<file path="config.mk">
export PLATFORM = sky130hd
export DESIGN_NAME = virtual_partition_id_map_regs
export DESIGN_NICKNAME = d
export VERILOG_FILES = /design/src/design/vpm_pkg.sv /design/src/design/virtual_partition_id_map_regs.sv /design/src/design/vpm_access_check.sv
export VERILOG_INCLUDE_DIRS = /design/src /design/src/design
export SDC_FILE = /design/constraint.sdc
export NUM_CORES = 1
export LEC_CHECK = 0
export ABC_AREA = 1
export BUFFER_PORTS_ARGS = -buffer_cell sky130_fd_sc_hd__buf_2
export CAP_MARGIN = 20
export CORE_MARGIN = 4
export CORE_UTILIZATION = 30
export CTS_BUF_LIST = sky130_fd_sc_hd__clkbuf_8
export DETAILED_ROUTE_END_ITERATION = 8
export SETUP_SLACK_MARGIN = 0.05
export SYNTH_ARGS = -nofsm -noshare
export SYNTH_HDL_FRONTEND = slang
export SYNTH_SLANG_ARGS = --single-unit
</file>
<file path="constraint.sdc">
create_clock -name clk_sys -period 1.17 [get_ports clk_sys]
set_input_delay 0.117 -clock clk_sys [delete_from_list [all_inputs] [get_ports clk_sys]]
set_output_delay 0.117 -clock clk_sys [all_outputs]
set_load 0.1 [all_outputs]
</file>
<file path="src/design/vpm_params.svh">
// Purpose: Offsets, encodings, field positions and reset values for the map bank
// Assumes: Included by its bare name from design files
// Notes: Definitions only
`ifndef VPM_PARAMS_SVH
`define VPM_PARAMS_SVH

// --------------------------------------------
// Instruction encodings
// --------------------------------------------
`define VPM_OP0 2'h3
`define VPM_OP1 3'h4
`define VPM_CRN 4'hA
`define VPM_CRM 4'h6
`define VPM_OP2_SIX 3'h6
`define VPM_OP2_UPPER 3'h7

// --------------------------------------------
// Redirect page offsets and trap class
// --------------------------------------------
`define VPM_PAGE_SIX 12'h970
`define VPM_PAGE_UPPER 12'h978
`define VPM_TRAP_CLASS 6'h18

// --------------------------------------------
// Fields and reset values
// --------------------------------------------
`define VPM_ENTRY_W 16
`define VPM_ENTRY_RESET 16'h0000
`define VPM_MIN_INDEX_SIX 3'h5
`define VPM_FULL_INDEX 3'h7
`define VPM_FIRST_SIX 24
`define VPM_FIRST_UPPER 28

`endif

</file>
<file path="src/design/vpm_pkg.sv">
// Purpose: Types shared by the partition map bank
// Assumes: Nothing beyond the params header
// Notes: Constants live in vpm_params.svh
package vpm_pkg;

	typedef enum logic [1:0] {user_level, kernel_level, hypervisor_level, monitor_level} level_e;

	typedef enum logic [2:0] {res_none, res_direct, res_page, res_trap_hyp, res_trap_mon,
		res_undef} outcome_e;

	typedef struct packed {
		logic valid;
		logic write;
		logic [1:0] op0;
		logic [2:0] op1;
		logic [3:0] crn;
		logic [3:0] crm;
		logic [2:0] op2;
		logic [63:0] wdata;
	} sysreg_req_s;

	typedef struct packed {
		logic valid;
		outcome_e outcome;
		logic [11:0] page_offset;
		logic [5:0] trap_class;
		logic [63:0] rdata;
	} sysreg_rsp_s;

	typedef struct packed {
		logic hyp_enabled;
		logic nested_virt_bit;
		logic nested_virt_mem_bit;
		logic monitor_present;
		logic trap_lower_levels;
		logic hyp_control_present;
		logic [2:0] highest_map_reg_index;
	} access_ctx_s;

endpackage

</file>
<file path="src/design/virtual_partition_id_map_regs.sv">
// Purpose: Upper virtual-to-physical partition map registers six and seven
// Assumes: One request per cycle from the execution pipeline, answered next cycle
// Notes: Also translates a virtual identifier for lookups in entries 24 to 31
`include "vpm_params.svh"

module virtual_partition_id_map_regs
#(
	parameter logic [2:0] HIGHEST_INDEX = 3'h7,
	parameter bit HYP_CONTROL = 1'b1
)
(
	input wire logic clk_sys,
	input wire logic rstn,
	input wire vpm_pkg::sysreg_req_s req,
	input wire vpm_pkg::level_e current_privilege_level,
	input wire vpm_pkg::access_ctx_s ctx_in,
	input wire logic [31:0] mapping_valid_bits_reg,
	input wire logic kernel_map_enable,
	input wire logic user_map_enable,
	input wire logic xlat_req,
	input wire logic xlat_is_kernel,
	input wire logic [4:0] xlat_virtual_id,
	output vpm_pkg::sysreg_rsp_s rsp,
	output logic [2:0] highest_map_reg_index,
	output logic xlat_hit,
	output logic [15:0] xlat_physical_id
);

	// Registers zero to five live elsewhere, so a smaller index has nothing to serve here
	generate
		if (HIGHEST_INDEX < 3'h6)
		begin : g_bad_index
			$error("Bank only serves register six and up");
		end
	endgenerate

	// --------------------------------------------
	// Storage and decode
	// --------------------------------------------
	logic [`VPM_ENTRY_W-1:0] entry_r [0:7];
	logic hit_six;
	logic hit_upper;
	logic hit_any;
	logic present_six;
	logic present_upper;
	vpm_pkg::access_ctx_s ctx;
	vpm_pkg::outcome_e outcome;

	function automatic logic enc_match(input vpm_pkg::sysreg_req_s r, input logic [2:0] op2);
		enc_match = r.valid && r.op0 == `VPM_OP0 && r.op1 == `VPM_OP1 && r.crn == `VPM_CRN
			&& r.crm == `VPM_CRM && r.op2 == op2;
	endfunction

	always_comb
	begin
		ctx = ctx_in;
		ctx.hyp_control_present = HYP_CONTROL;
		ctx.highest_map_reg_index = HIGHEST_INDEX;
	end

	assign highest_map_reg_index = HIGHEST_INDEX;
	assign hit_six = enc_match(req, `VPM_OP2_SIX);
	assign hit_upper = enc_match(req, `VPM_OP2_UPPER);
	assign hit_any = hit_six || hit_upper;
	assign present_six = HYP_CONTROL && (HIGHEST_INDEX > `VPM_MIN_INDEX_SIX);
	assign present_upper = HYP_CONTROL && (HIGHEST_INDEX == `VPM_FULL_INDEX);

	vpm_access_check u_check
	(
		.present(hit_six ? present_six : present_upper),
		.level(current_privilege_level),
		.ctx(ctx),
		.outcome(outcome)
	);

	// --------------------------------------------
	// Entry writes
	// --------------------------------------------
	genvar gi;
	generate
		for (gi = 0; gi < 8; gi++)
		begin : g_entry
			always_ff @(posedge clk_sys or negedge rstn)
			begin
				if (!rstn)
					entry_r[gi] <= `VPM_ENTRY_RESET;
				else if (req.write && outcome == vpm_pkg::res_direct &&
					((gi < 4 && hit_six) || (gi >= 4 && hit_upper)))
					entry_r[gi] <= req.wdata[(gi % 4) * 16 +: 16];
			end
		end
	endgenerate

	// --------------------------------------------
	// Response
	// --------------------------------------------
	always_ff @(posedge clk_sys or negedge rstn)
	begin
		if (!rstn)
			rsp <= '0;
		else
		begin
			rsp.valid <= hit_any;
			rsp.outcome <= hit_any ? outcome : vpm_pkg::res_none;
			// Gated by the hit so an idle cycle never shows a stale page or class
			rsp.page_offset <= (hit_any && outcome == vpm_pkg::res_page) ?
				(hit_six ? `VPM_PAGE_SIX : `VPM_PAGE_UPPER) : 12'h000;
			rsp.trap_class <= (hit_any && (outcome == vpm_pkg::res_trap_hyp ||
				outcome == vpm_pkg::res_trap_mon)) ? `VPM_TRAP_CLASS : 6'h00;
			if (!req.write && outcome == vpm_pkg::res_direct && hit_six)
				rsp.rdata <= {entry_r[3], entry_r[2], entry_r[1], entry_r[0]};
			else if (!req.write && outcome == vpm_pkg::res_direct && hit_upper)
				rsp.rdata <= {entry_r[7], entry_r[6], entry_r[5], entry_r[4]};
			else
				rsp.rdata <= 64'h0000000000000000;
		end
	end

	// --------------------------------------------
	// Translation lookup for IDs 24..31
	// --------------------------------------------
	logic xlat_go;
	logic [2:0] xlat_slot;
	logic slot_present;

	assign xlat_slot = xlat_virtual_id[2:0];
	assign slot_present = xlat_virtual_id[2] ? present_upper : present_six;
	assign xlat_go = xlat_req && ctx_in.hyp_enabled
		&& (xlat_is_kernel ? kernel_map_enable : user_map_enable)
		&& xlat_virtual_id[4:3] == 2'h3 && slot_present
		&& mapping_valid_bits_reg[xlat_virtual_id];

	always_ff @(posedge clk_sys or negedge rstn)
	begin
		if (!rstn)
		begin
			xlat_hit <= 1'b0;
			xlat_physical_id <= 16'h0000;
		end
		else
		begin
			xlat_hit <= xlat_go;
			xlat_physical_id <= xlat_go ? entry_r[xlat_slot] : 16'h0000;
		end
	end

	// --------------------------------------------
	// Checks
	// --------------------------------------------
	a_user_undef: assert property (@(posedge clk_sys) disable iff (!rstn)
		(hit_six || hit_upper) && current_privilege_level == vpm_pkg::user_level
		|=> rsp.outcome == vpm_pkg::res_undef)
		else $error("User access not undefined");

	a_page_six: assert property (@(posedge clk_sys) disable iff (!rstn)
		hit_six && present_six && current_privilege_level == vpm_pkg::kernel_level
		&& ctx_in.hyp_enabled && ctx_in.nested_virt_bit && ctx_in.nested_virt_mem_bit
		|=> rsp.outcome == vpm_pkg::res_page && rsp.page_offset == 12'h970)
		else $error("Register six not redirected to page");

	a_kernel_trap: assert property (@(posedge clk_sys) disable iff (!rstn)
		(hit_six || hit_upper) && outcome == vpm_pkg::res_trap_hyp
		|-> current_privilege_level == vpm_pkg::kernel_level ##1 rsp.trap_class == 6'h18)
		else $error("Hypervisor trap wrong");

	a_hyp_trap_mon: assert property (@(posedge clk_sys) disable iff (!rstn)
		hit_upper && present_upper && current_privilege_level == vpm_pkg::hypervisor_level
		&& ctx_in.monitor_present && ctx_in.trap_lower_levels
		|=> rsp.outcome == vpm_pkg::res_trap_mon)
		else $error("Hypervisor access not trapped to monitor");

	a_monitor_direct: assert property (@(posedge clk_sys) disable iff (!rstn)
		hit_six && current_privilege_level == vpm_pkg::monitor_level
		|=> rsp.outcome == vpm_pkg::res_direct)
		else $error("Monitor access not direct");

	a_upper_roundtrip: assert property (@(posedge clk_sys) disable iff (!rstn)
		hit_upper && req.write && outcome == vpm_pkg::res_direct
		##1 hit_upper && !req.write && outcome == vpm_pkg::res_direct
		|=> rsp.rdata == $past(req.wdata, 2))
		else $error("Register seven readback mismatch");

	a_rsp_idle: assert property (@(posedge clk_sys) disable iff (!rstn)
		!hit_any |=> !rsp.valid && rsp.outcome == vpm_pkg::res_none
		&& rsp.page_offset == 12'h000 && rsp.trap_class == 6'h00)
		else $error("Response not idle without a hit");

	a_page_upper: assert property (@(posedge clk_sys) disable iff (!rstn)
		hit_upper && present_upper && current_privilege_level == vpm_pkg::kernel_level
		&& ctx_in.hyp_enabled && ctx_in.nested_virt_bit && ctx_in.nested_virt_mem_bit
		|=> rsp.outcome == vpm_pkg::res_page && rsp.page_offset == 12'h978)
		else $error("Register seven not redirected to page");

	a_user_no_write: assert property (@(posedge clk_sys) disable iff (!rstn)
		hit_six && req.write && current_privilege_level == vpm_pkg::user_level
		|=> entry_r[0] == $past(entry_r[0]))
		else $error("User write changed register six");

	a_kernel_enable: assert property (@(posedge clk_sys) disable iff (!rstn)
		xlat_req && xlat_is_kernel && !kernel_map_enable |=> !xlat_hit)
		else $error("Kernel translation while disabled");

	a_user_enable: assert property (@(posedge clk_sys) disable iff (!rstn)
		xlat_req && !xlat_is_kernel && !user_map_enable |=> !xlat_hit)
		else $error("User translation while disabled");

	a_entry_low_upper: assert property (@(posedge clk_sys) disable iff (!rstn)
		xlat_go && xlat_virtual_id == 5'h1C |=> xlat_physical_id == $past(entry_r[4]))
		else $error("Virtual 28 not served from register seven low entry");

	a_xlat_gate: assert property (@(posedge clk_sys) disable iff (!rstn)
		xlat_req && !ctx_in.hyp_enabled |=> !xlat_hit)
		else $error("Translation while hypervisor off");

	a_valid_gate: assert property (@(posedge clk_sys) disable iff (!rstn)
		xlat_req && !mapping_valid_bits_reg[xlat_virtual_id] |=> !xlat_hit)
		else $error("Translation of invalid entry");

endmodule

</file>
<file path="src/design/vpm_access_check.sv">
// Purpose: Privilege gating for one mapping register access
// Assumes: Context signals are stable in the request cycle
// Notes: Pure combinational decision
`include "vpm_params.svh"

module vpm_access_check
(
	input wire logic present,
	input wire vpm_pkg::level_e level,
	input wire vpm_pkg::access_ctx_s ctx,
	output vpm_pkg::outcome_e outcome
);

	always_comb
	begin
		outcome = vpm_pkg::res_undef;
		if (!present)
			outcome = vpm_pkg::res_undef;
		else
		begin
			case (level)
				vpm_pkg::user_level:
					outcome = vpm_pkg::res_undef;
				vpm_pkg::kernel_level:
				begin
					if (ctx.hyp_enabled && ctx.nested_virt_bit && ctx.nested_virt_mem_bit)
						outcome = vpm_pkg::res_page;
					else if (ctx.hyp_enabled && ctx.nested_virt_bit)
						outcome = (ctx.monitor_present && ctx.trap_lower_levels) ?
							vpm_pkg::res_trap_mon : vpm_pkg::res_trap_hyp;
					else
						outcome = vpm_pkg::res_undef;
				end
				vpm_pkg::hypervisor_level:
					outcome = (ctx.monitor_present && ctx.trap_lower_levels) ?
						vpm_pkg::res_trap_mon : vpm_pkg::res_direct;
				vpm_pkg::monitor_level:
					outcome = vpm_pkg::res_direct;
				default:
					outcome = vpm_pkg::res_undef;
			endcase
		end
	end

endmodule

</file>
==> results of run 1 <==
==> path summary, 6_finish.rpt <==
check / from / end / slack (ns) / depth (start not counted)
max: rsp[78] / rsp[81] / -0.22 / 1
min: rstn / rsp[82] / 0.03 / 2
max reg2reg: entry_r[126] / xlat_physical_id[14] / 0.03 / 6
min reg2reg: entry_r[37] / entry_r[37] / 0.52 / 2
max in group asynchronous: rstn / rsp[32] / 0.51 / 3
min in group clk_sys: ctx_in[5] / rsp[82] / 0.08 / 6
==> cell type report <==
type / count / share of cell area
sequential: 216 / 0.355
timing repair buffer: 378 / 0.283
multi-input combinational: 778 / 0.249
clock buffer: 52 / 0.0469
tap: 442 / 0.0362
inverter: 98 / 0.0252
clock inverter: 11 / 0.00451
==> cells in the final DEF, fill, tap and decap left out <==
cell / Yosys / routed
dlygate4sd3_1: 0 / 72
inv_4: 1 / 1
nand3_1: 29 / 27
buf_2: 51 / 114
nor2_4: 1 / 3
dfrtp_1: 216 / 212
o21ai_1: 213 / 202
nor2_2: 1 / 13
dfrtp_2: 0 / 2
clkbuf_8: 0 / 52
clkbuf_16: 0 / 2
nand3_2: 2 / 2
a22oi_2: 0 / 6
buf_4: 25 / 66
inv_2: 2 / 3
nand2_2: 0 / 3
buf_12: 0 / 122
o21ai_2: 0 / 17
conb_1: 2 / 13
nor2_1: 60 / 46
a21oi_2: 0 / 17
buf_8: 0 / 1
a21oi_1: 33 / 15
o21ai_0: 12 / 6
nor3_1: 4 / 1
a211oi_1: 1 / 1
inv_1: 95 / 101
a22oi_1: 16 / 10
nor3b_1: 1 / 1
clkinv_2: 0 / 1
dfrtp_4: 0 / 2
buf_16: 0 / 1
nand2_1: 324 / 321
a21oi_4: 0 / 1
bufinv_16: 0 / 1
inv_8: 0 / 2
nand4_1: 68 / 68
nand3_4: 0 / 2
nor3_2: 0 / 3
==> sequential cells by signal (all words and copies together), names as in the netlist <==
signal / flops
rsp: 71
entry_r: 128
xlat_hit: 1
xlat_physical_id: 16
==> routing by layer <==
layer | part of all wire | GRT usage | vias to the layer above
met5 | 0 | 0 | -
met4 | 0.031 | 0.0654 | 0
met3 | 0.079 | 0.0378 | 79
met2 | 0.48 | 0.322 | 469
met1 | 0.41 | 0.257 | 4665
li1 | - | - | 4534
==> kinds of logic after synthesis <==
family          synth area share
compound gates             0.144
buf+inv                   0.0983
flops                      0.547
other cells             0.000760
simple gates               0.210
==> report_power, final <==
| part | leakage [nW] | total (mW) | switching, mW | internal [mW] |
|---|---|---|---|---|
| logic | 3.69 | 1.71 | 1.07 | 0.640 |
| clock network | 0.440 | 7.18 | 3.05 | 4.13 |
| registers | 3.01 | 7.49 | 0.00484 | 7.48 |
| total | 7.14 | 16.4 | 4.13 | 12.3 |
==> through the flow <==
stage / instance area [um^2] / worst slack (ns) / cells / hold WS [ns]
after detailed placement: 13400 / -0.474 / 1825 / -0.000385
final: 15300 / -0.225 / 1975 / 0.0345
after CTS: 14900 / -0.252 / 1959 / 0.00334
after floorplan: 10100 / 0.00218 / 1198 / -0.179
after global placement: 13400 / -0.457 / 1825 / -0.00112
after global routing: 15300 / -0.259 / 1975 / 0.0495
==> repair_timing <==
action,4_1_cts,5_1_grt
hold endpoints to repair,347,1
gates resized for setup,19,46
hold buffers,71,1
buffers inserted,0,13
cloned,0,2
pin swaps,3,36
endpoints found under the setup margin,103,116
==> results.sh, run 1 <==
export IMPL_ys_seq_area_frac=0.547
export IMPL_worstPathArrival_ns=1.28
export IMPL_grt_max_degree=61
export IMPL_synth_edf_count=0
export IMPL_path_delay_family="flip-flops"
export IMPL_synth_commonest_cells="nand2_1 (324), dfrtp_1 (216), o21ai_1 (213)"
export IMPL_grt_use_total=0.194
export IMPL_grt_pass1_wl_um=54900
export IMPL_nets=1647
export IMPL_start_kind="flop"
export IMPL_avgSynthCellArea_um2=8.32
export IMPL_ys_warn_count=0
export IMPL_tns_ns=-6.51
export IMPL_peakVddDrop_mv=0.601
export IMPL_antenna_left=0
export IMPL_ys_flop_type="dfrtp_1"
export IMPL_clkLatencyLatePin_ns=0.54
export IMPL_power_density_nw_per_um2=1070
export IMPL_worst_endpoint_required_ns=1.05
export IMPL_antenna_found_initial=0
export IMPL_dieArea_um2=35900
export IMPL_numPortBuffers=208
export IMPL_end_kind="output port"
export IMPL_start_util=0.304
export IMPL_min_period_over_period=1.19
export IMPL_crit_type="flop to output port"
export IMPL_seq_area_um2=5420
export IMPL_rsz0062_at_grt="yes"
export IMPL_wire_per_inst_um=18.4
export IMPL_synthArstFlopShare=1.00
export IMPL_core_area_um2=32500
export IMPL_cts_made_buffers=39
export IMPL_path_cells="buf_12"
export IMPL_die_width_um=189
export IMPL_grt_pass1_vias=9615
export IMPL_fillers=3136
export IMPL_chipHeight_um=189
export IMPL_synth_area_top_cells="dfrtp_1 (55%), nand2_1 (12%), o21ai_1 (11%)"
export IMPL_setup_ws_ns=-0.225
export IMPL_synth_top_area_frac=0.547
export IMPL_hpwl_um=25800
export IMPL_clock_skew_ns=0.0138
export IMPL_post_route_util=0.469
export IMPL_setup_violations=93
export IMPL_cts_tree="done"
export IMPL_clock_fmax_mhz=717
export IMPL_yosysMostFrequentCell="nand2_1"
export IMPL_hold_path_class="input pin to async pin"
export IMPL_synth_cell_types=24
export IMPL_h_tree_depth=2
export IMPL_grt_ovfl_total=0
export IMPL_routed_wl_um=36300
export IMPL_crit_fanout=5
export IMPL_dr_total_vias=9747
export IMPL_syn_area_um2=9880
export IMPL_worst_path_buf_inv=1
export IMPL_status="finished with violations"
export IMPL_n_antenna_cell=0
export IMPL_max_stage_delay_ns=0.55
export IMPL_viasPerCell=4.94
export IMPL_drv_slew=0
export IMPL_drive_gt1_frac=0.285
export IMPL_fin_total_pwr_mw=16.4
export IMPL_drt_pass1_iter_count=5
export IMPL_io_pins=242
export IMPL_clock_path_buffers=3
export IMPL_core_rowCount=66
export IMPL_area_growth_pct=54.5
export IMPL_violations="negative setup slack"
export IMPL_yosysTopAreaCell="dfrtp_1"
export IMPL_synth_seq_cells=216
export IMPL_cts_sinks=216
export IMPL_netlist_instances=1187
export IMPL_multi_input_area_um2=3810
export IMPL_drc=0
export IMPL_path_clk_slew_ns=0.06
export IMPL_power_leakage_nw=7.14
export IMPL_maxCapViolCount=0
export IMPL_min_period_ns=1.39
export IMPL_gp_congestion=0.963
export IMPL_root_buffer="clkbuf_8"
export IMPL_hold_violations=0
export IMPL_crit_slowest_cell="dfrtp_4"
export IMPL_drtIter0Drc=1155
Note: power is estimated with default switching activity, not from simulation.
==> run 2, diff against run 1 <==
--- a/config.mk
+++ b/config.mk
@@ -7,12 +7,13 @@
 export NUM_CORES = 1
 export LEC_CHECK = 0
 export ABC_AREA = 1
-export BUFFER_PORTS_ARGS = -buffer_cell sky130_fd_sc_hd__buf_2
 export CAP_MARGIN = 20
 export CORE_MARGIN = 4
 export CORE_UTILIZATION = 30
 export CTS_BUF_LIST = sky130_fd_sc_hd__clkbuf_8
 export DETAILED_ROUTE_END_ITERATION = 8
+export DONT_BUFFER_PORTS = 1
+export PLACE_DENSITY_LB_ADDON = 0.08
 export SETUP_SLACK_MARGIN = 0.05
 export SYNTH_ARGS = -nofsm -noshare
 export SYNTH_HDL_FRONTEND = slang
==> results.sh, run 2 (synthesis results as in run 1) <==
export IMPL_nets=1544
export IMPL_path_depth=1
export IMPL_start_util=0.304
export IMPL_clock_path_buffers=3
export IMPL_drt_pass1_iter_count=5
export IMPL_fin_total_pwr_mw=16.4
export IMPL_core_rowCount=66
export IMPL_holdWs_ns=-0.723
export IMPL_path_clk_slew_ns=0.06
export IMPL_start_kind="flop"
export IMPL_grt_pass1_wl_um=57400
export IMPL_rsz0062_at_grt="yes"
export IMPL_maxCapViolCount=0
export IMPL_crit_type="flop to output port"
export IMPL_drv_slew=0
export IMPL_clock_fmax_mhz=686
export IMPL_chipHeight_um=189
export IMPL_antenna_left=0
export IMPL_grt_use_total=0.208
export IMPL_gp_congestion=0.847
export IMPL_worst_path_buf_inv=1
export IMPL_clkLatencyLatePin_ns=0.53
export IMPL_cts_made_buffers=40
export IMPL_slew_headroom=0.336
export IMPL_worst_slew_pin_slew_ns=0.994
export IMPL_drc=0
export IMPL_die_width_um=189
export IMPL_h_tree_depth=2
export IMPL_grt_pass1_vias=9259
export IMPL_worst_endpoint_required_ns=1.05
export IMPL_n_antenna_cell=0
export IMPL_numPortBuffers=0
export IMPL_io_pins=242
export IMPL_cts_sinks=216
export IMPL_crit_slowest_cell="dfrtp_4"
export IMPL_post_route_util=0.451
export IMPL_setup_violations=93
export IMPL_root_buffer="clkbuf_8"
export IMPL_crit_fanout=4
export IMPL_antenna_found_initial=0
export IMPL_layout_commonest_cell="nand2_1"
export IMPL_min_period_over_period=1.25
export IMPL_final_instance_count_excl_fill=1876
export IMPL_violations="negative hold slack, negative setup slack"
export IMPL_tns_ns=-5.50
export IMPL_routed_wl_um=39400
export IMPL_max_stage_delay_ns=0.43
export IMPL_status="finished with violations"
export IMPL_hold_path_class="input pin to async pin"
export IMPL_grt_ovfl_total=0
export IMPL_largest_reg_flops=128
export IMPL_worstPathArrival_ns=1.34
export IMPL_pre_cts_ws_ns=-0.336
export IMPL_power_leakage_nw=6.84
export IMPL_top_register="entry_r"
export IMPL_hold_violations=216
export IMPL_viasPerCell=4.90
export IMPL_top_regs="entry_r x128, rsp x71, xlat_physical_id x16"
export IMPL_dieArea_um2=35900
export IMPL_rr_worst_depth=4
export IMPL_placedCellCount=1702
export IMPL_wire_per_inst_um=21.0
export IMPL_power_density_nw_per_um2=1120
export IMPL_final_cell_mix="nand2_1 (315), dfrtp_1 (209), o21ai_1 (185)"
export IMPL_core_area_um2=32500
export IMPL_cts_tree="done"
export IMPL_clock_skew_ns=0.0123
export IMPL_peakVddDrop_mv=0.596
export IMPL_area_growth_pct=48.4
export IMPL_setup_ws_ns=-0.287
export IMPL_dr_total_vias=9185
export IMPL_drtIter0Drc=585
export IMPL_path_delay_family="flip-flops"
export IMPL_end_kind="output port"
export IMPL_grt_max_degree=217
export IMPL_hpwl_um=25800
export IMPL_min_period_ns=1.46
export IMPL_drive_gt1_frac=0.243
export IMPL_path_cells="buf_16"
-- run 2: cell count changes in the layout (fill, tap and decap cells not counted), moves of 7 or more --
| cell | before | now |
|---|---|---|
| o21ai_1 | 202 | 185 |
| buf_8 | 1 | 59 |
| buf_2 | 114 | 0 |
| buf_12 | 122 | 57 |
| dlymetal6s4s_1 | 0 | 7 |
| o21ai_2 | 17 | 27 |
| nor2_2 | 13 | 6 |
-- run 2: routing by layer --
metal,global-route usage,vias to the layer above,wire length [um]
met2,0.333,348,18400
met5,0,-,0
li1,-,4323,-
met1,0.287,4429,17200
met4,0.0721,0,1550
met3,0.0356,85,2310
-- run 2: metrics by stage --
stage	hold slack [ns]	cell area, um^2
detailed placement	-0.168	11600
global route	-0.744	14700
finish	-0.723	14700
floorplan	-0.179	10100
global placement	-0.170	11600
CTS	-0.743	14000
-- run 2: final timing paths --
check / end / startpoint / slack (ns)
max: rsp[81] / rsp[78] / -0.29
min: rsp[85] / rstn / -0.72
max reg2reg: xlat_physical_id[10] / entry_r[10] / 0.09
min reg2reg: entry_r[47] / entry_r[47] / 0.52
max in group asynchronous: rsp[18] / rstn / 1.57
min in group clk_sys: xlat_physical_id[3] / xlat_virtual_id[1] / 0
-- run 2: layout make-up --
cell class / count / area [um^2]
flip-flops and latches: 216 / 5420
clock buffers: 50 / 688
fillers: 3211 / 17900
multi-input cells: 778 / 3920
inverters: 98 / 385
clock inverters: 18 / 129
repair buffers: 274 / 3570
well taps: 442 / 553
-- run 2: repair_timing --
item | in CTS | in global routing
resized for setup | 196 | 97
setup buffers | 3 | 18
pin swaps | 16 | 33
cloned | 0 | 6
hold buffers | 79 | 2
setup endpoints to repair | 104 | 305
hold endpoints to repair | 368 | 219
-- run 2: power by group --
part	leakage, nW	internal, mW	switching [mW]
sequential	3.01	7.48	0.00416
clock	0.463	4.27	3.30
combinational	3.37	0.485	0.843
